### config.mk
export PLATFORM = sky130hd
export DESIGN_NAME = pffp_port
export DESIGN_NICKNAME = d
export VERILOG_FILES = /design/src/logic/pffp_pkg.sv /design/src/logic/pffp_dec_if.sv /design/src/logic/pffp_cmd_decode.sv /design/src/logic/pffp_port.sv
export SDC_FILE = /design/constraint.sdc
export NUM_CORES = 1
export LEC_CHECK = 0
export BUFFER_PORTS_ARGS = -buffer_cell sky130_fd_sc_hd__clkbuf_2
export CORE_ASPECT_RATIO = 1.1
export CORE_MARGIN = 1
export CORE_UTILIZATION = 30
export CTS_BUF_LIST = sky130_fd_sc_hd__clkbuf_8
export CTS_CLUSTER_DIAMETER = 50
export CTS_CLUSTER_SIZE = 20
export DETAILED_ROUTE_END_ITERATION = 10
export HOLD_SLACK_MARGIN = 0.03
export RECOVER_POWER = 100
export SLEW_MARGIN = 40
export SYNTH_ARGS = -nofsm -noshare
export SYNTH_HDL_FRONTEND = slang
export SYNTH_SLANG_ARGS = --single-unit
### constraint.sdc
create_clock -name core_clk_in -period 2.7 [get_ports core_clk_in]
set_input_delay 0.135 -clock core_clk_in [delete_from_list [all_inputs] [get_ports core_clk_in]]
set_output_delay 0.135 -clock core_clk_in [all_outputs]
set_load 0.01 [all_outputs]
### src/logic/pffp_pkg.sv
// Shared constants and types of the parallel flash programming port.
package pffp_pkg;

    // Transfer type codes steering a latched word
    localparam logic [3:0] PFFP_TYPE_CMD = 4'h0;
    localparam logic [3:0] PFFP_TYPE_ADDR_LO = 4'h1;
    localparam logic [3:0] PFFP_TYPE_ADDR_HI = 4'h2;
    localparam logic [3:0] PFFP_TYPE_DATA = 4'h5;

    // Command codes carried on the data lines
    localparam logic [15:0] PFFP_CMD_READ = 16'h0011;
    localparam logic [15:0] PFFP_CMD_WRITE_PAGE = 16'h0012;
    localparam logic [15:0] PFFP_CMD_WRITE_PAGE_THEN_LOCK = 16'h0022;
    localparam logic [15:0] PFFP_CMD_ERASE_THEN_WRITE_PAGE = 16'h0032;
    localparam logic [15:0] PFFP_CMD_ERASE_WRITE_THEN_LOCK = 16'h0042;
    localparam logic [15:0] PFFP_CMD_ERASE_WHOLE_FLASH = 16'h0013;
    localparam logic [15:0] PFFP_CMD_SET_LOCK_BITS = 16'h0014;
    localparam logic [15:0] PFFP_CMD_CLEAR_LOCK_BITS = 16'h0024;
    localparam logic [15:0] PFFP_CMD_GET_LOCK_BITS = 16'h0015;
    localparam logic [15:0] PFFP_CMD_SET_USER_NV_BITS = 16'h0034;
    localparam logic [15:0] PFFP_CMD_CLEAR_USER_NV_BITS = 16'h0044;
    localparam logic [15:0] PFFP_CMD_GET_USER_NV_BITS = 16'h0025;
    localparam logic [15:0] PFFP_CMD_SELECT_FLASH_CONTROLLER = 16'h0016;

    // Values after reset, and the address step
    localparam logic [15:0] PFFP_CMD_RESET = 16'h0000;
    localparam logic [31:0] PFFP_ADDR_RESET = 32'h0000_0000;
    localparam logic [15:0] PFFP_DATA_RESET = 16'h0000;
    localparam logic [31:0] PFFP_ADDR_STEP = 32'h0000_0001;

    // Final start-up count; ready is first driven after four cycles in start-up
    localparam logic [3:0] PFFP_INIT_CYCLES = 4'h3;

    // Operation handed to the flash side
    typedef enum logic [3:0]
    {
        PFFP_OP_NONE = 4'h0,
        PFFP_OP_READ = 4'h1,
        PFFP_OP_WRITE_PAGE = 4'h2,
        PFFP_OP_WRITE_PAGE_LOCK = 4'h3,
        PFFP_OP_ERASE_WRITE = 4'h4,
        PFFP_OP_ERASE_WRITE_LOCK = 4'h5,
        PFFP_OP_ERASE_ALL = 4'h6,
        PFFP_OP_SET_LOCK = 4'h7,
        PFFP_OP_CLEAR_LOCK = 4'h8,
        PFFP_OP_GET_LOCK = 4'h9,
        PFFP_OP_SET_NV = 4'ha,
        PFFP_OP_CLEAR_NV = 4'hb,
        PFFP_OP_GET_NV = 4'hc,
        PFFP_OP_SELECT_CTRL = 4'hd,
        PFFP_OP_FLUSH = 4'he
    } pffp_op_e;

    // Handshake sequencer states
    typedef enum logic [3:0]
    {
        PFFP_ST_INIT = 4'h0,
        PFFP_ST_IDLE = 4'h1,
        PFFP_ST_DISPATCH = 4'h2,
        PFFP_ST_FLUSH = 4'h3,
        PFFP_ST_EXEC = 4'h4,
        PFFP_ST_WAIT_OE_LOW = 4'h5,
        PFFP_ST_DRIVE = 4'h6,
        PFFP_ST_WAIT_OE_HIGH = 4'h7,
        PFFP_ST_WAIT_STROBE_HIGH = 4'h8
    } pffp_state_e;

endpackage : pffp_pkg

### src/logic/pffp_dec_if.sv
// Carrier between the handshake sequencer and the command decoder.
`timescale 1ns/100ps
interface pffp_dec_if;
    import pffp_pkg::*;
    logic [15:0] cmd_word; // Stored pending command
    pffp_op_e op; // Operation a data transfer starts
    logic reads_back; // Data transfer is a read handshake
    logic page_write; // Data transfer fills the page load buffer
    logic auto_inc; // Address steps after each data word
    modport decoder (input cmd_word, output op, reads_back, page_write, auto_inc);
    modport user (output cmd_word, input op, reads_back, page_write, auto_inc);
endinterface : pffp_dec_if

### src/logic/pffp_cmd_decode.sv
// Command word decoder of the parallel flash programming port.
`timescale 1ns/100ps
module pffp_cmd_decode
    import pffp_pkg::*;
#(
    parameter bit DUAL_CTRL = 1'b0 // Variant with two flash controllers
)
(
    pffp_dec_if.decoder dec
);

    // Maps a command code onto a flash operation
    function automatic pffp_op_e decode_op(input logic [15:0] code, input bit dual);
        pffp_op_e op;
        op = PFFP_OP_NONE;
        case (code)
            PFFP_CMD_READ: op = PFFP_OP_READ;
            PFFP_CMD_WRITE_PAGE: op = PFFP_OP_WRITE_PAGE;
            PFFP_CMD_WRITE_PAGE_THEN_LOCK: op = PFFP_OP_WRITE_PAGE_LOCK;
            PFFP_CMD_ERASE_THEN_WRITE_PAGE: op = PFFP_OP_ERASE_WRITE;
            PFFP_CMD_ERASE_WRITE_THEN_LOCK: op = PFFP_OP_ERASE_WRITE_LOCK;
            PFFP_CMD_ERASE_WHOLE_FLASH: op = PFFP_OP_ERASE_ALL;
            PFFP_CMD_SET_LOCK_BITS: op = PFFP_OP_SET_LOCK;
            PFFP_CMD_CLEAR_LOCK_BITS: op = PFFP_OP_CLEAR_LOCK;
            PFFP_CMD_GET_LOCK_BITS: op = PFFP_OP_GET_LOCK;
            PFFP_CMD_SET_USER_NV_BITS: op = PFFP_OP_SET_NV;
            PFFP_CMD_CLEAR_USER_NV_BITS: op = PFFP_OP_CLEAR_NV;
            PFFP_CMD_GET_USER_NV_BITS: op = PFFP_OP_GET_NV;
            // Only meaningful when a second controller exists
            PFFP_CMD_SELECT_FLASH_CONTROLLER: op = dual ? PFFP_OP_SELECT_CTRL : PFFP_OP_NONE;
            default: op = PFFP_OP_NONE;
        endcase
        return op;
    endfunction : decode_op

    // Decoded operation and the handshake flavour it implies
    assign dec.op = decode_op(dec.cmd_word, DUAL_CTRL);
    assign dec.reads_back = (dec.op == PFFP_OP_READ) || (dec.op == PFFP_OP_GET_LOCK) || (dec.op == PFFP_OP_GET_NV);
    assign dec.page_write = (dec.op == PFFP_OP_WRITE_PAGE) || (dec.op == PFFP_OP_WRITE_PAGE_LOCK) ||
                            (dec.op == PFFP_OP_ERASE_WRITE) || (dec.op == PFFP_OP_ERASE_WRITE_LOCK);
    // Reads and page writes walk the address; mask commands do not
    assign dec.auto_inc = dec.page_write || (dec.op == PFFP_OP_READ);

endmodule : pffp_cmd_decode

### src/logic/pffp_port.sv
// Handshake sequencer of the parallel flash programming port.
`timescale 1ns/100ps

module pffp_port
    import pffp_pkg::*;
#(
    parameter bit DUAL_CTRL = 1'b0, // Variant with two flash controllers
    parameter int ADDR_W = 32 // Internal address width
)
(
    input wire logic core_clk_in, // Core clock, 100 MHz
    input wire logic resetn_in, // Asynchronous reset, active low
    // Programmer pins
    input wire logic command_strobe_n_in, // Command strobe, active low
    input wire logic output_enable_n_in, // Read output enable, active low
    input wire logic [3:0] transfer_type_in, // Type field of the transfer
    input wire logic [15:0] data_in, // Data bus, input side
    output logic [15:0] data_out, // Data bus, output side
    output logic data_oe_out, // Data bus output enable
    output logic ready_out, // Ready level
    output logic ready_oe_out, // Ready pin output enable
    output logic bus_driven_n_out, // Bus driven indication, active low
    output logic bus_driven_oe_out, // Bus driven pin output enable
    output logic handshake_pullup_out, // Pull-ups on the handshake pins
    output logic gpio_hold_input_out, // Unused pins held as pulled-up inputs
    output logic osc_bypass_out, // Crystal oscillator bypass
    // Clock selection
    input wire logic ext_clock_present_in, // External clock above threshold
    output logic clock_select_ext_out, // Core switched to the external clock
    // Flash side
    output logic flash_req_out, // Request, held until acknowledged
    output pffp_op_e flash_op_out, // Operation requested
    output logic [ADDR_W-1:0] flash_addr_out, // Address of the operation
    output logic [15:0] flash_wdata_out, // Write data or bit mask
    input wire logic flash_ack_in, // Operation finished, one cycle
    input wire logic [15:0] flash_rdata_in, // Read data valid with the ack
    output logic [15:0] command_out // Pending command word
);

    // Width of the bundle of pins brought into the clock domain
    localparam int SYNC_W = 23;

    pffp_dec_if dec (); // Carrier to the decoder

    logic [SYNC_W-1:0] pin_meta; // First synchroniser stage
    logic [SYNC_W-1:0] pin_sync; // Second synchroniser stage
    logic strobe_low; // Strobe seen low after sync
    logic oe_low; // Output enable seen low after sync
    logic ext_present; // External clock present after sync
    logic [3:0] type_sync; // Type field after sync
    logic [15:0] data_sync; // Data lines after sync

    pffp_state_e state; // Sequencer state
    pffp_state_e next_state; // Sequencer next state
    logic [3:0] init_count; // Start-up wait counter
    logic [3:0] latched_type; // Type of the current transfer
    logic [15:0] latched_data; // Data of the current transfer
    logic [15:0] cmd_reg; // Pending command
    logic [ADDR_W-1:0] addr_reg; // Internal address
    logic [15:0] read_data; // Word presented on a read
    logic page_pending; // Load buffer holds unflushed data
    logic ready; // Ready level
    logic pins_active; // Ready and bus-driven pins driven
    logic bus_drive; // Data bus driven
    logic bus_valid_n; // Bus driven indication
    logic clk_ext; // External clock selected
    logic req; // Flash request
    pffp_op_e req_op; // Flash operation
    logic [15:0] wdata; // Flash write data

    // Named decodes of the dispatch step
    logic is_cmd;
    logic is_addr_lo;
    logic is_addr_hi;
    logic is_data;
    logic data_has_op;

    // Two flops on every pin the programmer drives, first stage read only by the second
    always_ff @(posedge core_clk_in or negedge resetn_in)
    begin
        if (!resetn_in)
        begin
            pin_meta <= '1; // Pulled-up pins idle high
            pin_sync <= '1;
        end
        else
        begin
            pin_meta <= {command_strobe_n_in, output_enable_n_in, ext_clock_present_in,
                         transfer_type_in, data_in};
            pin_sync <= pin_meta;
        end
    end

    // Fields of the synchronised bundle
    assign strobe_low = !pin_sync[22];
    assign oe_low = !pin_sync[21];
    assign ext_present = pin_sync[20];
    assign type_sync = pin_sync[19:16];
    assign data_sync = pin_sync[15:0];

    // Command decoder
    pffp_cmd_decode #(
        .DUAL_CTRL(DUAL_CTRL)
    ) u_decode (
        .dec(dec.decoder)
    );
    assign dec.cmd_word = cmd_reg;

    // Register steering of the latched word
    assign is_cmd = (latched_type == PFFP_TYPE_CMD);
    assign is_addr_lo = (latched_type == PFFP_TYPE_ADDR_LO);
    assign is_addr_hi = (latched_type == PFFP_TYPE_ADDR_HI);
    assign is_data = (latched_type == PFFP_TYPE_DATA);
    // Unknown commands finish a data handshake without touching flash
    assign data_has_op = is_data && (dec.op != PFFP_OP_NONE);

    // Next state of the handshake sequencer
    always_comb
    begin
        next_state = state;
        case (state)
            // Hold ready off the pin until the clock choice is made
            PFFP_ST_INIT:
            begin
                if (init_count == PFFP_INIT_CYCLES)
                begin
                    next_state = PFFP_ST_IDLE;
                end
            end
            // Wait for the strobe while ready is high
            PFFP_ST_IDLE:
            begin
                if (strobe_low)
                begin
                    next_state = PFFP_ST_DISPATCH;
                end
            end
            // Steer the latched word
            PFFP_ST_DISPATCH:
            begin
                if (is_cmd && page_pending)
                begin
                    next_state = PFFP_ST_FLUSH;
                end
                else if (data_has_op)
                begin
                    next_state = PFFP_ST_EXEC;
                end
                else
                begin
                    next_state = PFFP_ST_WAIT_STROBE_HIGH;
                end
            end
            // Previous page flushed before the new command is taken
            PFFP_ST_FLUSH:
            begin
                if (flash_ack_in)
                begin
                    next_state = PFFP_ST_WAIT_STROBE_HIGH;
                end
            end
            // Operation running in flash
            PFFP_ST_EXEC:
            begin
                if (flash_ack_in)
                begin
                    next_state = dec.reads_back ? PFFP_ST_WAIT_OE_LOW : PFFP_ST_WAIT_STROBE_HIGH;
                end
            end
            // Read: wait for the programmer to release the bus
            PFFP_ST_WAIT_OE_LOW:
            begin
                if (oe_low)
                begin
                    next_state = PFFP_ST_DRIVE;
                end
            end
            // Bus now driven, indication follows one cycle later
            PFFP_ST_DRIVE:
            begin
                next_state = PFFP_ST_WAIT_OE_HIGH;
            end
            PFFP_ST_WAIT_OE_HIGH:
            begin
                if (!oe_low)
                begin
                    next_state = PFFP_ST_WAIT_STROBE_HIGH;
                end
            end
            // Work done; end only once the strobe is back high
            PFFP_ST_WAIT_STROBE_HIGH:
            begin
                if (!strobe_low)
                begin
                    next_state = PFFP_ST_IDLE;
                end
            end
            default:
            begin
                next_state = PFFP_ST_INIT;
            end
        endcase
    end

    // State register and start-up counter
    always_ff @(posedge core_clk_in or negedge resetn_in)
    begin
        if (!resetn_in)
        begin
            state <= PFFP_ST_INIT;
            init_count <= '0;
        end
        else
        begin
            state <= next_state;
            init_count <= (state == PFFP_ST_INIT) ? init_count + 4'h1 : init_count;
        end
    end

    // Clock choice made once, ahead of any ready drop; absent clock leaves the RC source
    always_ff @(posedge core_clk_in or negedge resetn_in)
    begin
        if (!resetn_in)
        begin
            clk_ext <= 1'b0;
            pins_active <= 1'b0;
        end
        else if (state == PFFP_ST_INIT && init_count == PFFP_INIT_CYCLES)
        begin
            clk_ext <= ext_present;
            pins_active <= 1'b1;
        end
    end

    // Latch of type and data when the strobe is seen low
    always_ff @(posedge core_clk_in or negedge resetn_in)
    begin
        if (!resetn_in)
        begin
            latched_type <= '1;
            latched_data <= PFFP_DATA_RESET;
        end
        else if (state == PFFP_ST_IDLE && strobe_low)
        begin
            latched_type <= type_sync;
            latched_data <= data_sync;
        end
    end

    // Ready falls with the latch and rises when strobe is back high
    always_ff @(posedge core_clk_in or negedge resetn_in)
    begin
        if (!resetn_in)
        begin
            ready <= 1'b1;
        end
        else if (state == PFFP_ST_IDLE && strobe_low)
        begin
            ready <= 1'b0;
        end
        else if (state == PFFP_ST_WAIT_STROBE_HIGH && !strobe_low)
        begin
            ready <= 1'b1;
        end
    end

    // Command register; a flush ahead of it delays the store
    always_ff @(posedge core_clk_in or negedge resetn_in)
    begin
        if (!resetn_in)
        begin
            cmd_reg <= PFFP_CMD_RESET;
        end
        else if ((state == PFFP_ST_DISPATCH && is_cmd && !page_pending) ||
                 (state == PFFP_ST_FLUSH && flash_ack_in))
        begin
            cmd_reg <= latched_data;
        end
    end

    // Address halves, and the step after each read or page-write data word
    always_ff @(posedge core_clk_in or negedge resetn_in)
    begin
        if (!resetn_in)
        begin
            addr_reg <= ADDR_W'(PFFP_ADDR_RESET);
        end
        else if (state == PFFP_ST_DISPATCH && is_addr_lo)
        begin
            addr_reg[15:0] <= latched_data;
        end
        else if (state == PFFP_ST_DISPATCH && is_addr_hi)
        begin
            addr_reg[ADDR_W-1:16] <= (ADDR_W-16)'(latched_data);
        end
        else if (state == PFFP_ST_EXEC && flash_ack_in && dec.auto_inc)
        begin
            addr_reg <= addr_reg + ADDR_W'(PFFP_ADDR_STEP);
        end
    end

    // Load buffer bookkeeping: filled by page writes, emptied by a flush
    always_ff @(posedge core_clk_in or negedge resetn_in)
    begin
        if (!resetn_in)
        begin
            page_pending <= 1'b0;
        end
        else if (state == PFFP_ST_EXEC && flash_ack_in && dec.page_write)
        begin
            page_pending <= 1'b1;
        end
        else if (state == PFFP_ST_FLUSH && flash_ack_in)
        begin
            page_pending <= 1'b0;
        end
    end

    // Flash request held until the flash side acknowledges it
    always_ff @(posedge core_clk_in or negedge resetn_in)
    begin
        if (!resetn_in)
        begin
            req <= 1'b0;
            req_op <= PFFP_OP_NONE;
            wdata <= PFFP_DATA_RESET;
        end
        else if (state == PFFP_ST_DISPATCH && is_cmd && page_pending)
        begin
            req <= 1'b1;
            req_op <= PFFP_OP_FLUSH;
        end
        else if (state == PFFP_ST_DISPATCH && data_has_op)
        begin
            req <= 1'b1;
            req_op <= dec.op;
            wdata <= latched_data;
        end
        else if (flash_ack_in)
        begin
            req <= 1'b0;
        end
    end

    // Read word captured with the acknowledge
    always_ff @(posedge core_clk_in or negedge resetn_in)
    begin
        if (!resetn_in)
        begin
            read_data <= PFFP_DATA_RESET;
        end
        else if (state == PFFP_ST_EXEC && flash_ack_in && dec.reads_back)
        begin
            read_data <= flash_rdata_in;
        end
    end

    // Bus drive first, indication after; both released together so it never lies
    always_ff @(posedge core_clk_in or negedge resetn_in)
    begin
        if (!resetn_in)
        begin
            bus_drive <= 1'b0;
            bus_valid_n <= 1'b1;
        end
        else if (state == PFFP_ST_WAIT_OE_LOW && oe_low)
        begin
            bus_drive <= 1'b1;
        end
        else if (state == PFFP_ST_DRIVE)
        begin
            bus_valid_n <= 1'b0;
        end
        else if (state == PFFP_ST_WAIT_OE_HIGH && !oe_low)
        begin
            bus_drive <= 1'b0;
            bus_valid_n <= 1'b1;
        end
    end

    // Pin outputs
    assign data_out = read_data;
    assign data_oe_out = bus_drive;
    assign ready_out = ready;
    assign ready_oe_out = pins_active;
    assign bus_driven_n_out = bus_valid_n;
    assign bus_driven_oe_out = pins_active;
    assign handshake_pullup_out = 1'b1;
    // Fixed for the whole session in this mode
    assign gpio_hold_input_out = 1'b1;
    assign osc_bypass_out = 1'b1;
    assign clock_select_ext_out = clk_ext;
    assign flash_req_out = req;
    assign flash_op_out = req_op;
    assign flash_addr_out = addr_reg;
    assign flash_wdata_out = wdata;
    assign command_out = cmd_reg;

endmodule : pffp_port

# Word level (Yosys, flattened, before mapping)
# Cells that the tools add are included.
# word_totals
memories	0
word_cells	139
rom_bits	0
ram_bits	0
latch_bits	0
register_bits	165
# classes
reduce_logical	45
div	0
mul	0
n_eq_ne	40
n_shift	0
muxes	30
magnitude_cmp	0
bitwise_logic	3
add_sub_neg	2
# op_table
cell	n
== test 16 x 5 -> 1 bit, second input constant	5
== test 16 x 6 -> 1 bit, second input constant	5
2-to-1 mux 16 bit	3
2-to-1 mux 4 bit	12
one-hot mux 4 bit (12 select lines)	1
one-hot mux 4 bit (9 select lines)	1
adder 32 x 1 -> 32 bit, second input constant	1
== test 16 x 7 -> 1 bit, second input constant	2
2-to-1 mux 32 bit	1
== test 4 x 3 -> 1 bit, second input constant	7
== test 4 x 2 -> 1 bit, second input constant	6
logical AND 1 bit	18
!= test 2 bit, second input constant	9
nonzero test 2 bit	7
== test 4 x 1 -> 1 bit, second input constant	3
== test 4 bit, second input constant	3
2-to-1 mux 1 bit	12
AND reduction 2 bit	5
logical NOT 4 bit	2
logical OR 1 bit	7
AND reduction 7 bit	1
adder 4 x 1 -> 4 bit, second input constant	1
nonzero test 4 bit	1
logical NOT 1 bit	3
2 further kinds	4

# Depth between registers and ports, before layout
# Gate-level depths: netlist (run 1).
# depth
depth_word	11
ltp_mapped	9
ltp_nobuf	7

# By module
# Synthesis (run 1) repeated with hierarchy kept, for this count alone.
# unflattened
cells_unflattened	615
hier_area_um2	7174.4
# by_module_without_submodules
module	area_per_inst_um2	cells_each	n_inst
pffp_port	6775.2	554	1
pffp_cmd_decode	399.1	61	1

# Least setup slack after synthesis (run 1)
# Ideal clock, no wire load.
# synth_timing
path_type	reg-to-reg
from	reg cmd_reg[6] (netlist: command_out[6])
to	reg addr_reg[15] (netlist: flash_addr_out[15])
required_ns	2.618
t_arrival_ns	2.422
slack_ns	0.196
path_stages_with_launch	8
path_cell_list	dfrtp_1 -> buf_6 -> or4b_4 -> a211o_1 -> and3_4 -> a2111oi_4 -> or4b_1 -> a31oi_1
# synth_between
elab_chain_cells	10
# synth_rtl
element	line_no	text
from (decl)	pffp_port.sv:58	logic [15:0] cmd_reg;
from (signal assigned)	pffp_port.sv:277	cmd_reg <= latched_data;
== test 16 x 6 -> 1 bit (tied with other cells)	pffp_cmd_decode.sv:16	case (code)
one-hot mux 4 bit (12 select lines) (*)	pffp_cmd_decode.sv:16	
== test 4 x 2 -> 1 bit	pffp_cmd_decode.sv:39	assign dec.page_write = (dec.op == PFFP_OP_WRITE_PAGE) || (dec.op == PFFP_OP_WRITE_PAGE_LOCK) ||
logical OR 1 bit (2 in series)	pffp_cmd_decode.sv:39	
logical OR 1 bit	pffp_cmd_decode.sv:40	(dec.op == PFFP_OP_ERASE_WRITE) || (dec.op == PFFP_OP_ERASE_WRITE_LOCK);
logical OR 1 bit (*)	pffp_cmd_decode.sv:42	assign dec.auto_inc = dec.page_write || (dec.op == PFFP_OP_READ);
logical AND 1 bit (*)	pffp_port.sv:296	else if (state == PFFP_ST_EXEC && flash_ack_in && dec.auto_inc)
nonzero test 2 bit (no line) (*)	-	
AND reduction 2 bit (no line) (*)	-	
to (signal assigned)	pffp_port.sv:290	addr_reg[15:0] <= latched_data;
to (signal, indexed assignment)	pffp_port.sv:294	addr_reg[ADDR_W-1:16] <= (ADDR_W-16)'(latched_data);
to (signal assigned)	pffp_port.sv:298	addr_reg <= addr_reg + ADDR_W'(PFFP_ADDR_STEP);
to (decl)	pffp_port.sv:59	logic [ADDR_W-1:0] addr_reg;
# Every way passes the cells marked *; elsewhere a longest branch is shown, timed or not.
# A chain may end at the register's enable or synchronous reset.

# Worst setup path after layout (run 1)
# layout_timing
from	reg cmd_reg[10] (netlist: command_out[10])
to	reg addr_reg[22] (netlist: flash_addr_out[22])
# Same word-level chain as after synthesis.

==> tab_implementation.tex, run 1 <==
\begin{tabular}{lr}
\hline
Metric & Value \\
\hline
\multicolumn{2}{l}{\textbf{Status}} \\
\quad Outcome & complete, no violations \\
\multicolumn{2}{l}{\textbf{Synth}} \\
\quad Warnings from Yosys & 0 \\
\quad Fraction of registers with async set or reset after synthesis & 100\% \\
\quad Number of flops mapped to enable cells by yosys & 0 \\
\quad Total of flip-flops plus latches after synthesis & 165 \\
\quad Syn Std Cell Area & between 7000 and 8000 sq um \\
\quad Fraction of post-synthesis cell area in the top cell type by area & 38.7\% \\
\quad Sequential cell area fraction in the yosys report & a little under three fifths \\
\quad Post-Syn Instances & 601 \\
\quad Largest area contributor in the synthesized netlist & dfrtp\_1 \\
\quad Top post-synthesis cells by count & dfrtp\_1, mux2\_2, dfstp\_2 \\
\quad Avg Synthesized Cell Area & $\sim$12 sq um \\
\quad Most numerous cell in the Yosys netlist & dfrtp\_1 \\
\quad Top cells by area in the synthesized netlist & dfrtp\_1, dfstp\_2, mux2\_2 \\
\quad Number of unique standard cell types used by synthesis & 71 \\
\quad Most used DFF post-synth & dfrtp\_1 \\
\multicolumn{2}{l}{\textbf{Critical path}} \\
\quad CP startpoint kind & flop \\
\quad Required time of the critical path & 3.08 ns \\
\quad Top fanout value on the critical path & 5 \\
\quad Kind of critical path & reg2reg \\
\quad Setup crit end kind & flop \\
\quad Terminus of the critical flop-to-flop path & flash\_addr\_out[22]\$\_DFFE\_PN0P\_ \\
\quad CP Data Arrival Time & 2.95 ns \\
\quad Worst R2R Setup Slack & 0.13 ns \\
\quad Cells on worst reg2reg path & 7 \\
\quad Source of the worst register-to-register timing path & command\_out[10]\$\_DFFE\_PN0P\_ \\
\multicolumn{2}{l}{\textbf{Placed design}} \\
\quad Worst slack after detailed placement & just under 0.08 ns \\
\quad \# placed instances & 1054 \\
\quad I/O Buffers & 132 \\
\quad Placer congestion estimate & 0.840 \\
\quad Detailed-placement wirelength estimate & roughly 14 mm \\
\multicolumn{2}{l}{\textbf{Clocking}} \\
\quad Clk sink count & 165 \\
\quad Root buffer cell & clkbuf\_8 \\
\quad Clock-pin slew of the registers on the worst-case setup and hold paths & 0.10 ns \\
\quad Clock tree from TritonCTS & done \\
\quad Inserted Clock Buffers & 17 \\
\quad Clk\_lat worst skew & between 0.4 and 0.5 ns \\
\quad Deepest clock path buffer count & 2 \\
\quad Maximum level of the CTS H-tree & 4 \\
\multicolumn{2}{l}{\textbf{Global routing}} \\
\quad Total GRT Usage & between 10\% and 20\% \\
\quad Number of antenna violations at the first check in global routing & 0 \\
\quad Number of global-route vias before repair & 5513 \\
\quad Maximum number of pins on one net before global-route repair & 87 \\
\quad GR Util met3 & 3.88\% \\
\quad GR peak layer & met2 \\
\quad Leftover overflow at the end of global routing & 0 \\
\quad Routing usage on met2 & 25.7\% \\
\quad Met1 Resource Use GR & 20.9\% \\
\quad Global-route wire length before repair & 30.4 mm \\
\multicolumn{2}{l}{\textbf{STA}} \\
\quad Final critical-path setup slack & roughly 0.13 ns \\
\quad Final-report hold violation count & 0 \\
\quad Post-layout min period & 2.57 ns \\
\quad Highest achievable clock rate & 390 MHz \\
\quad Post-route fraction of the period consumed by the critical path & 95.0\% \\
\quad Normalized max-slew margin & about a quarter \\
\quad Worst slew pin tran & 1.10 ns \\
\quad Setup violation total in the final timing report & 0 \\
\quad Clk\_skew & 0.0212 ns \\
\quad Max-slew violation count & 0 \\
\multicolumn{2}{l}{\textbf{Cells and area}} \\
\quad Area of combinational cells with multiple inputs & $\sim$3000 sq um \\
\quad Non-Filler Instances & 1132 \\
\quad Fraction of layout instances using a drive strength above 1 & 33.7\% \\
\quad Footprint of the flip-flops and latches & 4200 sq um \\
\quad Post-layout net count & 858 \\
\quad Syn-to-layout area delta & 27.8\% \\
\quad FILL cells & 2385 \\
\quad Number of antenna diodes & 0 \\
\multicolumn{2}{l}{\textbf{Floorplanning}} \\
\quad Height of the die & 166 um \\
\quad Initial cell density of the core & 30.7\% \\
\quad Total number of placement rows & 59 \\
\quad DIE WIDTH & 151 um \\
\quad Total die area & 25000 sq um \\
\quad I/O pin count & 136 \\
\quad Core region area & 23800 sq um \\
\multicolumn{2}{l}{\textbf{Power and ir drop}} \\
\quad Cell leakage power & roughly 3.9 nW \\
\quad Pwr dens & 912 nW/um\^{}2 \\
\quad Worst VDD drop & 0.345 mV \\
\multicolumn{2}{l}{\textbf{Route}} \\
\quad Number of antenna-violating nets in the routed design & 0 \\
\quad TritonRoute pass-1 iters & 4 \\
\quad Sum of routed wire length over all layers & 19.1 mm \\
\quad Number of design-rule violations left by the first detailed-router iteration & 443 \\
\quad DRC & 0 \\
\quad Via density per instance & 4.90 \\
\quad Vias post-DR & around 5500 \\
\quad Avg WL per Cell & 16.9 um \\
\multicolumn{2}{l}{\textbf{Job}} \\
\quad \# Max-Cap Violations & 0 \\
\multicolumn{2}{l}{\textbf{Min path}} \\
\quad Type of the tightest min-delay check & in2async \\
\hline
\end{tabular}
==> how the worst max path moves through the flow <==
stage                                           to  depth (start not counted)                        start
global placement     flash_addr_out[3]$_DFFE_PN0P_                          7   command_out[6]$_DFFE_PN0P_
finish              flash_addr_out[22]$_DFFE_PN0P_                          7  command_out[10]$_DFFE_PN0P_
detailed placement   flash_addr_out[3]$_DFFE_PN0P_                          7   command_out[6]$_DFFE_PN0P_
CTS                  flash_addr_out[3]$_DFFE_PN0P_                          7   command_out[6]$_DFFE_PN0P_
floorplan           flash_addr_out[15]$_DFFE_PN0P_                          7   command_out[6]$_DFFE_PN0P_
global route         flash_addr_out[6]$_DFFE_PN0P_                          8   command_out[5]$_DFFE_PN0P_
==> worst max-delay path, cell delays in order, from the launching register on <==
cell and delay (ns):
dfrtp_1 0.43, nor4_4 0.34, nand2_1 0.16, or4_4 0.62, a2111oi_4 0.35, buf_4 0.20
mux2_2 0.33, nand2_1 0.06
==> cell usage in the layout (no fill, tap or decap), types with 6 or more instances in the layout <==
master         Yosys  layout
a21oi_1           19      17
a31oi_1           28      28
buf_4              4      36
clkbuf_1          15      85
clkbuf_2           0      56
clkbuf_8           0      19
dfrtp_1          113     108
dfstp_2           52      51
dlygate4sd3_1      0      41
inv_1             15      16
mux2_2            72      72
nand2_1           39      40
nand2b_1           6       6
nand3_1           13      12
nand3b_1           7       7
nand4_1           11      11
nor2_1            41      41
nor4_1             6       6
o21ai_0           24      24
o31ai_1           10      10
or3_1              8       8
or4_1             10      10
xor2_1             6       6
==> cell type report <==
type	instances	area share, %
tap	305	4.09
clock buffer	18	2.66
clock inverter	14	1.85
multi-input combinational	394	31.7
inverter	15	0.604
sequential	165	45.0
timing repair buffer	221	14.0
==> metrics by stage <==
stage          hold slack, ns  TNS (ns)  utilization, %  area [sq um]  power, mW
6_report                0.275         0            39.2          9330       8.51
3_5_place_dp            0.224         0            36.1          8580       6.62
2_1_floorplan          -0.161         0               -          7310       5.35
4_1_cts                 0.259         0            39.6          9410       8.60
3_3_place_gp            0.222   -0.0131            36.1          8580       6.56
5_1_grt                 0.258  -0.00918            39.2          9330       9.07
==> routing by layer <==
metal	share of wire (%)	vias up
li1	-	2660
met1	45	2746
met2	49	117
met3	4.3	24
met4	1.7	0
met5	0	-
==> where the power goes <==
| part | internal (mW) | total [mW] | switching [mW] |
|---|---|---|---|
| logic | 1.24 | 2.75 | 1.51 |
| registers | 3.07 | 3.86 | 0.791 |
| clock network | 0.948 | 1.90 | 0.952 |
==> kinds of logic (layout without fill, tap and decap cells) <==
logic type,after synthesis,count (layout),synth area share [%]
AOI/OAI and AO/OA,122,122,12.3
DFF,165,165,57.5
adders and majority gates,2,2,0.343
other,1,3,0.0514
xor gates and xnor gates,11,11,1.32
buffers and inverters,44,268,2.79
muxes,74,74,11.4
and+or+nand+nor,182,182,14.3
==> registers in the layout, indices dropped and copies added, names as in the netlist <==
signal and cells:
init_count 4, command_out 16, pin_sync 23, flash_req_out 1
pin_meta 23, state 4, ready_out 1, data_oe_out 1
flash_wdata_out 16, flash_addr_out 32, data_out 16, latched_data 16
clock_select_ext_out 1, page_pending 1, bus_driven_oe_out 1, flash_op_out 4
latched_type 4, bus_driven_n_out 1
==> timing repair <==
item | CTS | global route
gates resized for setup | 0 | 17
hold buffers | 41 | 0
endpoints found under the setup margin | 0 | 23
hold endpoints to repair | 97 | 0
buffers inserted | 0 | 5
Power figures use the tool's default switching activity.
==> run 2: changes to the inputs <==
- SYNTH_HIERARCHICAL: not set -> 1
==> tab_implementation.tex, run 2 <==
\begin{tabular}{lr}
\hline
Metric & Value \\
\hline
\multicolumn{2}{l}{\textbf{Route}} \\
\quad Via density per instance & 4.71 (was 4.90) \\
\quad TritonRoute pass-1 iters & 5 (was 4) \\
\quad Vias post-DR & 5342 (was 5547) \\
\quad Number of design-rule violations left by the first detailed-router iteration & 282 (was 443) \\
\quad Sum of routed wire length over all layers & 18.1 mm (was 19.1 mm) \\
\quad DRC & 0 (unchanged) \\
\quad Number of antenna-violating nets in the routed design & 0 (unchanged) \\
\quad Avg WL per Cell & 15.9 um (was 16.9 um) \\
\multicolumn{2}{l}{\textbf{Clocking}} \\
\quad Maximum level of the CTS H-tree & 4 (unchanged) \\
\quad Deepest clock path buffer count & 2 (unchanged) \\
\quad Root buffer cell & clkbuf\_8 (unchanged) \\
\quad Clk\_lat worst skew & 0.46 ns (about the same) \\
\quad Inserted Clock Buffers & 17 (unchanged) \\
\quad Clk sink count & 165 (unchanged) \\
\quad Clock tree from TritonCTS & done (unchanged) \\
\quad Clock-pin slew of the registers on the worst-case setup and hold paths & 0.10 ns (about the same) \\
\multicolumn{2}{l}{\textbf{Status}} \\
\quad Violations in the final reports & capacitance limit, slew limit \\
\quad Outcome & finished with violations (was complete, no violations) \\
\multicolumn{2}{l}{\textbf{Placed design}} \\
\quad \# placed instances & 1062 (was 1054) \\
\quad I/O Buffers & 132 (unchanged) \\
\quad Detailed-placement wirelength estimate & 12.9 mm (was 13.8 mm) \\
\quad Area after DPL & 8470 sq um (was 8580 sq um) \\
\quad Placer congestion estimate & 0.820 (was 0.840) \\
\multicolumn{2}{l}{\textbf{STA}} \\
\quad Worst slew pin tran & 1.95 ns (was 1.10 ns) \\
\quad Post-layout min period & 2.60 ns (was 2.57 ns) \\
\quad RSZ-0062 raised after global routing & yes \\
\quad Post-route fraction of the period consumed by the critical path & 96.1\% (was 95.0\%) \\
\quad Max-slew violation count & 77 (was 0) \\
\quad Setup violation total in the final timing report & 0 (unchanged) \\
\quad Worst hold margin & 0.116 ns (was 0.275 ns) \\
\quad Clk\_skew & 0.0163 ns (was 0.0212 ns) \\
\quad Final-report hold violation count & 0 (unchanged) \\
\quad Normalized max-slew margin & -29.9\% (was 26.5\%) \\
\quad Highest achievable clock rate & 385 MHz (was 390 MHz) \\
\multicolumn{2}{l}{\textbf{Synth}} \\
\quad Avg Synthesized Cell Area & 11.7 sq um (was 12.1 sq um) \\
\quad Fraction of post-synthesis cell area in the top cell type by area & 39.4\% (was 38.7\%) \\
\quad Fraction of registers with async set or reset after synthesis & 100\% (unchanged) \\
\quad Most used DFF post-synth & dfrtp\_1 (unchanged) \\
\quad Syn Std Cell Area & 7170 sq um (was 7300 sq um) \\
\quad Post-Syn Instances & 615 (was 601) \\
\quad Sequential cell area fraction in the yosys report & 58.5\% (was 57.5\%) \\
\quad Most numerous cell in the Yosys netlist & dfrtp\_1 (unchanged) \\
\quad Top cells by area in the synthesized netlist & dfrtp\_1, dfstp\_2, mux2\_2 (unchanged) \\
\quad Number of unique standard cell types used by synthesis & 63 (was 71) \\
\quad Largest area contributor in the synthesized netlist & dfrtp\_1 (unchanged) \\
\quad Total of flip-flops plus latches after synthesis & 165 (unchanged) \\
\quad Warnings from Yosys & 6 (was 0) \\
\quad Number of flops mapped to enable cells by yosys & 0 (unchanged) \\
\quad Top post-synthesis cells by count & dfrtp\_1, nand2\_1, dfstp\_2 (was dfrtp\_1, mux2\_2, dfstp\_2) \\
\multicolumn{2}{l}{\textbf{Cells and area}} \\
\quad Post-layout net count & 866 (was 858) \\
\quad Post-layout utilization of the core & 39.9\% (was 39.2\%) \\
\quad Number of antenna diodes & 0 (unchanged) \\
\quad Most common library cell in the layout ignoring fill and taps & dfrtp\_1 (unchanged) \\
\quad Fraction of layout instances using a drive strength above 1 & 32.8\% (was 33.7\%) \\
\quad FILL cells & 2234 (was 2385) \\
\quad Syn-to-layout area delta & 28.8\% (was 27.8\%) \\
\quad Number of flip-flops under the largest register name & 32 (unchanged) \\
\quad Final standard cell area without fillers & 9240 sq um (was 9330 sq um) \\
\quad Most frequent cells in the layout & dfrtp\_1, nand2\_1, clkbuf\_1, clkbuf\_2, dfstp\_2 (was dfrtp\_1, clkbuf\_1, mux2\_2, clkbuf\_2, dfstp\_2) \\
\quad Non-Filler Instances & 1135 (was 1132) \\
\multicolumn{2}{l}{\textbf{Power and ir drop}} \\
\quad Cell leakage power & 3.87 nW (about the same) \\
\quad Sum of internal, switching and leakage power & 8.69 mW (was 8.51 mW) \\
\quad Worst VDD drop & 0.279 mV (was 0.345 mV) \\
\quad Pwr dens & 940 nW/um\^{}2 (was 912 nW/um\^{}2) \\
\multicolumn{2}{l}{\textbf{Floorplanning}} \\
\quad DIE WIDTH & 149 um (was 151 um) \\
\quad I/O pin count & 136 (unchanged) \\
\quad Total die area & 24500 sq um (was 25000 sq um) \\
\quad Initial cell density of the core & 31.0\% (was 30.7\%) \\
\quad Core region area & 23100 sq um (was 23800 sq um) \\
\quad Height of the die & 164 um (was 166 um) \\
\quad Total number of placement rows & 58 (was 59) \\
\multicolumn{2}{l}{\textbf{Global routing}} \\
\quad Number of antenna violations at the first check in global routing & 0 (unchanged) \\
\quad Number of global-route vias before repair & 5301 (was 5513) \\
\quad Global-route wire length before repair & 28.7 mm (was 30.4 mm) \\
\quad Leftover overflow at the end of global routing & 0 (unchanged) \\
\quad Total GRT Usage & 15.3\% (was 16.0\%) \\
\quad Maximum number of pins on one net before global-route repair & 78 (was 87) \\
\multicolumn{2}{l}{\textbf{Critical path}} \\
\quad Kind of critical path & reg2reg (unchanged) \\
\quad CP Data Arrival Time & 2.94 ns (was 2.95 ns) \\
\quad Setup crit end kind & flop (unchanged) \\
\quad Top fanout value on the critical path & 5 (unchanged) \\
\quad CP startpoint kind & flop (unchanged) \\
\quad Source of the worst register-to-register timing path & command\_out[4]\$\_DFFE\_PN0P\_ (was command\_out[10]\$\_DFFE\_PN0P\_) \\
\quad Required time of the critical path & 3.05 ns (was 3.08 ns) \\
\quad Source of the critical timing path & command\_out[4]\$\_DFFE\_PN0P\_ (was command\_out[10]\$\_DFFE\_PN0P\_) \\
\multicolumn{2}{l}{\textbf{Job}} \\
\quad \# Max-Cap Violations & 1 (was 0) \\
\multicolumn{2}{l}{\textbf{Min path}} \\
\quad Type of the tightest min-delay check & in2reg (was in2async) \\
\quad Hold Path Origin & flash\_ack\_in \\
\hline
\end{tabular}
==> run 2: power by group <==
part / total [mW] / leakage, nW / internal [mW] / switching (mW)
sequential: 3.85 / 1.91 / 3.10 / 0.747
combinational: 3.07 / 1.76 / 1.46 / 1.62
clock: 1.76 / 0.204 / 0.782 / 0.980
==> run 2: timing repair <==
item	in CTS	in global routing
endpoints found under the hold margin	88	0
hold buffers	40	0
endpoints found under the setup margin	0	38
buffers inserted	0	1
gates resized for setup	0	21
==> run 2: final timing paths <==
path	cells after the start	slack (ns)	endpoint
setup / recovery	9	0.10	flash_addr_out[31]$_DFFE_PN0P_
hold / removal	3	0.12	flash_req_out$_DFFE_PN0P_
setup reg to reg	9	0.10	flash_addr_out[31]$_DFFE_PN0P_
hold reg to reg	0	0.35	pin_sync[19]$_DFF_PN1_
max in group asynchronous	3	0.44	flash_addr_out[24]$_DFFE_PN0P_
min in group asynchronous	2	0.77	data_out[12]$_DFFE_PN0P_
==> run 2: layer usage <==
metal  wire length, um  vias to the layer above  track usage [%]
met3               646                       30             3.00
met1              8230                     2624             20.0
li1                  -                     2561                -
met5                 0                        -                0
met4               472                        0             6.45
met2              8700                      127             24.7
==> run 2: layout make-up <==
cell class / count / area [sq um] / share of cell area [%]
Multi-Input combinational cell: 414 / 2900 / 31.4
Inverter: 4 / 15.0 / 0.162
Clock buffer: 18 / 248 / 2.68
Clock inverter: 14 / 138 / 1.49
Tap cell: 300 / 375 / 4.06
Timing Repair Buffer: 220 / 1370 / 14.8
Sequential cell: 165 / 4190 / 45.4
==> run 2: logic make-up (layout without fill, tap and decap cells) <==
logic type / count (synthesis) / count (layout) / share of synthesized area, %
other: 1 / 3 / 0.0523
multiplexers: 56 / 56 / 9.30
adder cells (fa/ha/maj): 2 / 2 / 0.349
XOR/XNOR: 33 / 33 / 4.03
flip-flops: 165 / 165 / 58.5
buffers and inverters: 38 / 256 / 2.77
AO/OA/AOI/OAI: 83 / 83 / 6.99
AND/OR/NAND/NOR: 237 / 237 / 18.1
==> run 2: stage by stage <==
stage / setup TNS, ns / setup slack, ns
finish: 0 / 0.105
floorplan: 0 / 0.0136
global route: -0.0231 / -0.0145
CTS: 0 / 0.0507
global placement: 0 / 0.114
detailed placement: 0 / 0.0564
==> run 2: critical path: stages (launching register included) <==
cell       delay [ns]
dfrtp_1          0.40
or3b_4           0.41
a21bo_1          0.20
a2111oi_4        0.43
nand3_1          0.19
nor4_4           0.24
buf_4            0.18
nand3_1          0.14
o211ai_1         0.20
o211ai_1         0.10
==> run 3: changes to the inputs <==
- CORE_MARGIN: 1 -> not set
- clock period: 2.7 -> 2.3 ns (I/O delays scaled with it)
==> tab_implementation.tex, run 3 (synthesis results as in run 2) <==
\begin{tabular}{lr}
\hline
Metric & Value \\
\hline
\multicolumn{2}{l}{\textbf{Clocking}} \\
\quad Clk\_lat worst skew & 0.46 ns (about the same) \\
\quad Clock-pin slew of the registers on the worst-case setup and hold paths & 0.09 ns (was 0.10 ns) \\
\quad Clock tree from TritonCTS & done (unchanged) \\
\quad Maximum level of the CTS H-tree & 4 (unchanged) \\
\quad Clk sink count & 165 (unchanged) \\
\quad Inserted Clock Buffers & 17 (unchanged) \\
\quad Deepest clock path buffer count & 2 (unchanged) \\
\quad Root buffer cell & clkbuf\_8 (unchanged) \\
\multicolumn{2}{l}{\textbf{Floorplanning}} \\
\quad Total die area & 24500 sq um (unchanged) \\
\quad DIE WIDTH & 149 um (unchanged) \\
\quad Core region area & 23100 sq um (unchanged) \\
\quad Initial cell density of the core & 31.0\% (unchanged) \\
\quad Total number of placement rows & 58 (unchanged) \\
\quad Height of the die & 164 um (unchanged) \\
\quad I/O pin count & 136 (unchanged) \\
\multicolumn{2}{l}{\textbf{Global routing}} \\
\quad Maximum number of pins on one net before global-route repair & 75 (was 78) \\
\quad Number of antenna violations at the first check in global routing & 0 (unchanged) \\
\quad Total GRT Usage & 15.9\% (was 15.3\%) \\
\quad Leftover overflow at the end of global routing & 0 (unchanged) \\
\quad Global-route wire length before repair & 29.6 mm (was 28.7 mm) \\
\quad Number of global-route vias before repair & 5401 (was 5301) \\
\multicolumn{2}{l}{\textbf{STA}} \\
\quad Post-route fraction of the period consumed by the critical path & 108\% (was 96.1\%) \\
\quad Final-report hold violation count & 0 (unchanged) \\
\quad RSZ-0062 raised after global routing & yes (unchanged) \\
\quad Clk\_skew & 0.0155 ns (was 0.0163 ns) \\
\quad Post-layout min period & 2.48 ns (was 2.60 ns) \\
\quad Normalized max-slew margin & -14.6\% (was -29.9\%) \\
\quad Worst slew pin tran & 1.72 ns (was 1.95 ns) \\
\quad Max-slew violation count & 75 (was 77) \\
\quad Post-Route Setup TNS & -2.92 ns (was 0 ns) \\
\quad Setup violation total in the final timing report & 44 (was 0) \\
\quad Final critical-path setup slack & -0.180 ns (was 0.105 ns) \\
\quad Highest achievable clock rate & 403 MHz (was 385 MHz) \\
\multicolumn{2}{l}{\textbf{Route}} \\
\quad Avg WL per Cell & 16.7 um (was 15.9 um) \\
\quad Via density per instance & 4.73 (was 4.71) \\
\quad TritonRoute pass-1 iters & 4 (was 5) \\
\quad Number of design-rule violations left by the first detailed-router iteration & 318 (was 282) \\
\quad Sum of routed wire length over all layers & 19.5 mm (was 18.1 mm) \\
\quad Number of antenna-violating nets in the routed design & 0 (unchanged) \\
\quad DRC & 0 (unchanged) \\
\quad Vias post-DR & 5529 (was 5342) \\
\multicolumn{2}{l}{\textbf{Placed design}} \\
\quad Worst slack after detailed placement & -0.232 ns (was 0.0564 ns) \\
\quad I/O Buffers & 132 (unchanged) \\
\quad Detailed-placement wirelength estimate & 13.1 mm (was 12.9 mm) \\
\quad Placer congestion estimate & 0.831 (was 0.820) \\
\multicolumn{2}{l}{\textbf{Critical path}} \\
\quad CP Data Arrival Time & 2.80 ns (was 2.94 ns) \\
\quad Worst R2R Setup Slack & -0.18 ns (was 0.10 ns) \\
\quad CP startpoint kind & flop (unchanged) \\
\quad Kind of critical path & reg2reg (unchanged) \\
\quad Top fanout value on the critical path & 8 (was 5) \\
\quad Required time of the critical path & 2.62 ns (was 3.05 ns) \\
\quad Setup crit end kind & flop (unchanged) \\
\multicolumn{2}{l}{\textbf{Cells and area}} \\
\quad Most frequent cells in the layout & dfrtp\_1, clkbuf\_1, nand2\_1, buf\_4, dfstp\_2 (was dfrtp\_1, nand2\_1, clkbuf\_1, clkbuf\_2, dfstp\_2) \\
\quad Number of antenna diodes & 0 (unchanged) \\
\quad Number of flip-flops under the largest register name & 32 (unchanged) \\
\quad Fraction of layout instances using a drive strength above 1 & 39.6\% (was 32.8\%) \\
\quad Post-layout net count & 900 (was 866) \\
\quad Syn-to-layout area delta & 39.3\% (was 28.8\%) \\
\quad Most common library cell in the layout ignoring fill and taps & dfrtp\_1 (unchanged) \\
\multicolumn{2}{l}{\textbf{Power and ir drop}} \\
\quad Cell leakage power & 4.17 nW (was 3.87 nW) \\
\quad Worst VDD drop & 0.444 mV (was 0.279 mV) \\
\quad Pwr dens & 1110 nW/um\^{}2 (was 940 nW/um\^{}2) \\
\multicolumn{2}{l}{\textbf{Min path}} \\
\quad Type of the tightest min-delay check & in2reg (unchanged) \\
\multicolumn{2}{l}{\textbf{Job}} \\
\quad \# Max-Cap Violations & 1 (unchanged) \\
\multicolumn{2}{l}{\textbf{Status}} \\
\quad Outcome & finished with violations (unchanged) \\
\quad Violations in the final reports & capacitance limit, slew limit, setup timing (was capacitance limit, slew limit) \\
\hline
\end{tabular}
==> run 3: changes by cell type in the layout (fill, tap and decap cells not counted), moves of 8 or more <==
cell and change:
nand2_1 -19, buf_4 +17, o21ai_0 -14, clkbuf_1 +13, nand2_2 +13, o21ai_1 +13, buf_6 +12, clkbuf_2 -12
nand3_1 -8
==> run 3: area by class of cell <==
type                       instances  area (sq um)
inverter                           4          15.0
sequential                       165          4190
fill                            2211         13200
multi-input combinational        414          3280
clock inverter                    14           186
timing repair buffer             254          1700
clock buffer                      18           248
tap                              300           375
==> run 3: what timing repair did <==
item / 4_1_cts / 5_1_grt
endpoints found under the hold margin: 75 / 0
cloned: 0 / 2
resized for setup: 53 / 57
hold buffers: 40 / 0
buffers inserted: 8 / 6
pin swaps: 20 / 48
setup endpoints to repair: 51 / 63
==> run 3: path summary, 6_finish.rpt <==
kind                                                 start                              to  depth (start not counted)
min in group asynchronous                        resetn_in        data_out[15]$_DFFE_PN0P_                          2
worst min register to register      pin_meta[22]$_DFF_PN1_          pin_sync[22]$_DFF_PN1_                          0
worst min-delay path                          flash_ack_in       flash_req_out$_DFFE_PN0P_                          3
worst max register to register  command_out[4]$_DFFE_PN0P_  flash_addr_out[31]$_DFFE_PN0P_                          9
worst max-delay path            command_out[4]$_DFFE_PN0P_  flash_addr_out[31]$_DFFE_PN0P_                          9
max in group asynchronous                        resetn_in           pin_meta[9]$_DFF_PN1_                          3
==> run 3: per-layer routing <==
layer	GRT usage [%]	wire [um]	part of all wire, %	vias to the layer above
li1	-	-	-	2634
met1	20.4	8500	44	2743
met2	26.2	9830	50	122
met3	3.14	717	3.7	30
met4	5.89	476	2.4	0
met5	0	0	0	-
==> run 3: critical path, stage by stage (launching register included) <==
cell and delay, ns:
dfrtp_1 0.40, or3b_4 0.41, a21bo_1 0.20, a2111oi_4 0.38, nand3_2 0.16, nor4_4 0.19, buf_6 0.19, nand3_4 0.08
o211ai_1 0.21, o211ai_1 0.12
==> run 3: through the flow <==
stage | utilization [%] | hold slack [ns] | area (sq um) | std cells | power, mW
3_5_place_dp | 37.6 | 0.176 | 8710 | 1083 | 8.33
6_report | 43.2 | 0.124 | 9990 | 1169 | 11.1
2_1_floorplan | - | -0.181 | 7260 | 617 | 6.58
5_1_grt | 43.2 | 0.112 | 9990 | 1169 | 11.8
3_3_place_gp | 37.6 | 0.179 | 8710 | 1083 | 8.26
4_1_cts | 42.4 | 0.0927 | 9810 | 1162 | 11.0
==> run 3: where the power goes <==
| part | internal, mW | switching (mW) | leakage, nW |
|---|---|---|---|
| Clock | 1.14 | 1.17 | 0.219 |
| Combinational | 2.00 | 2.22 | 2.05 |
| Sequential | 3.64 | 0.964 | 1.91 |
| Total | 6.78 | 4.35 | 4.17 |
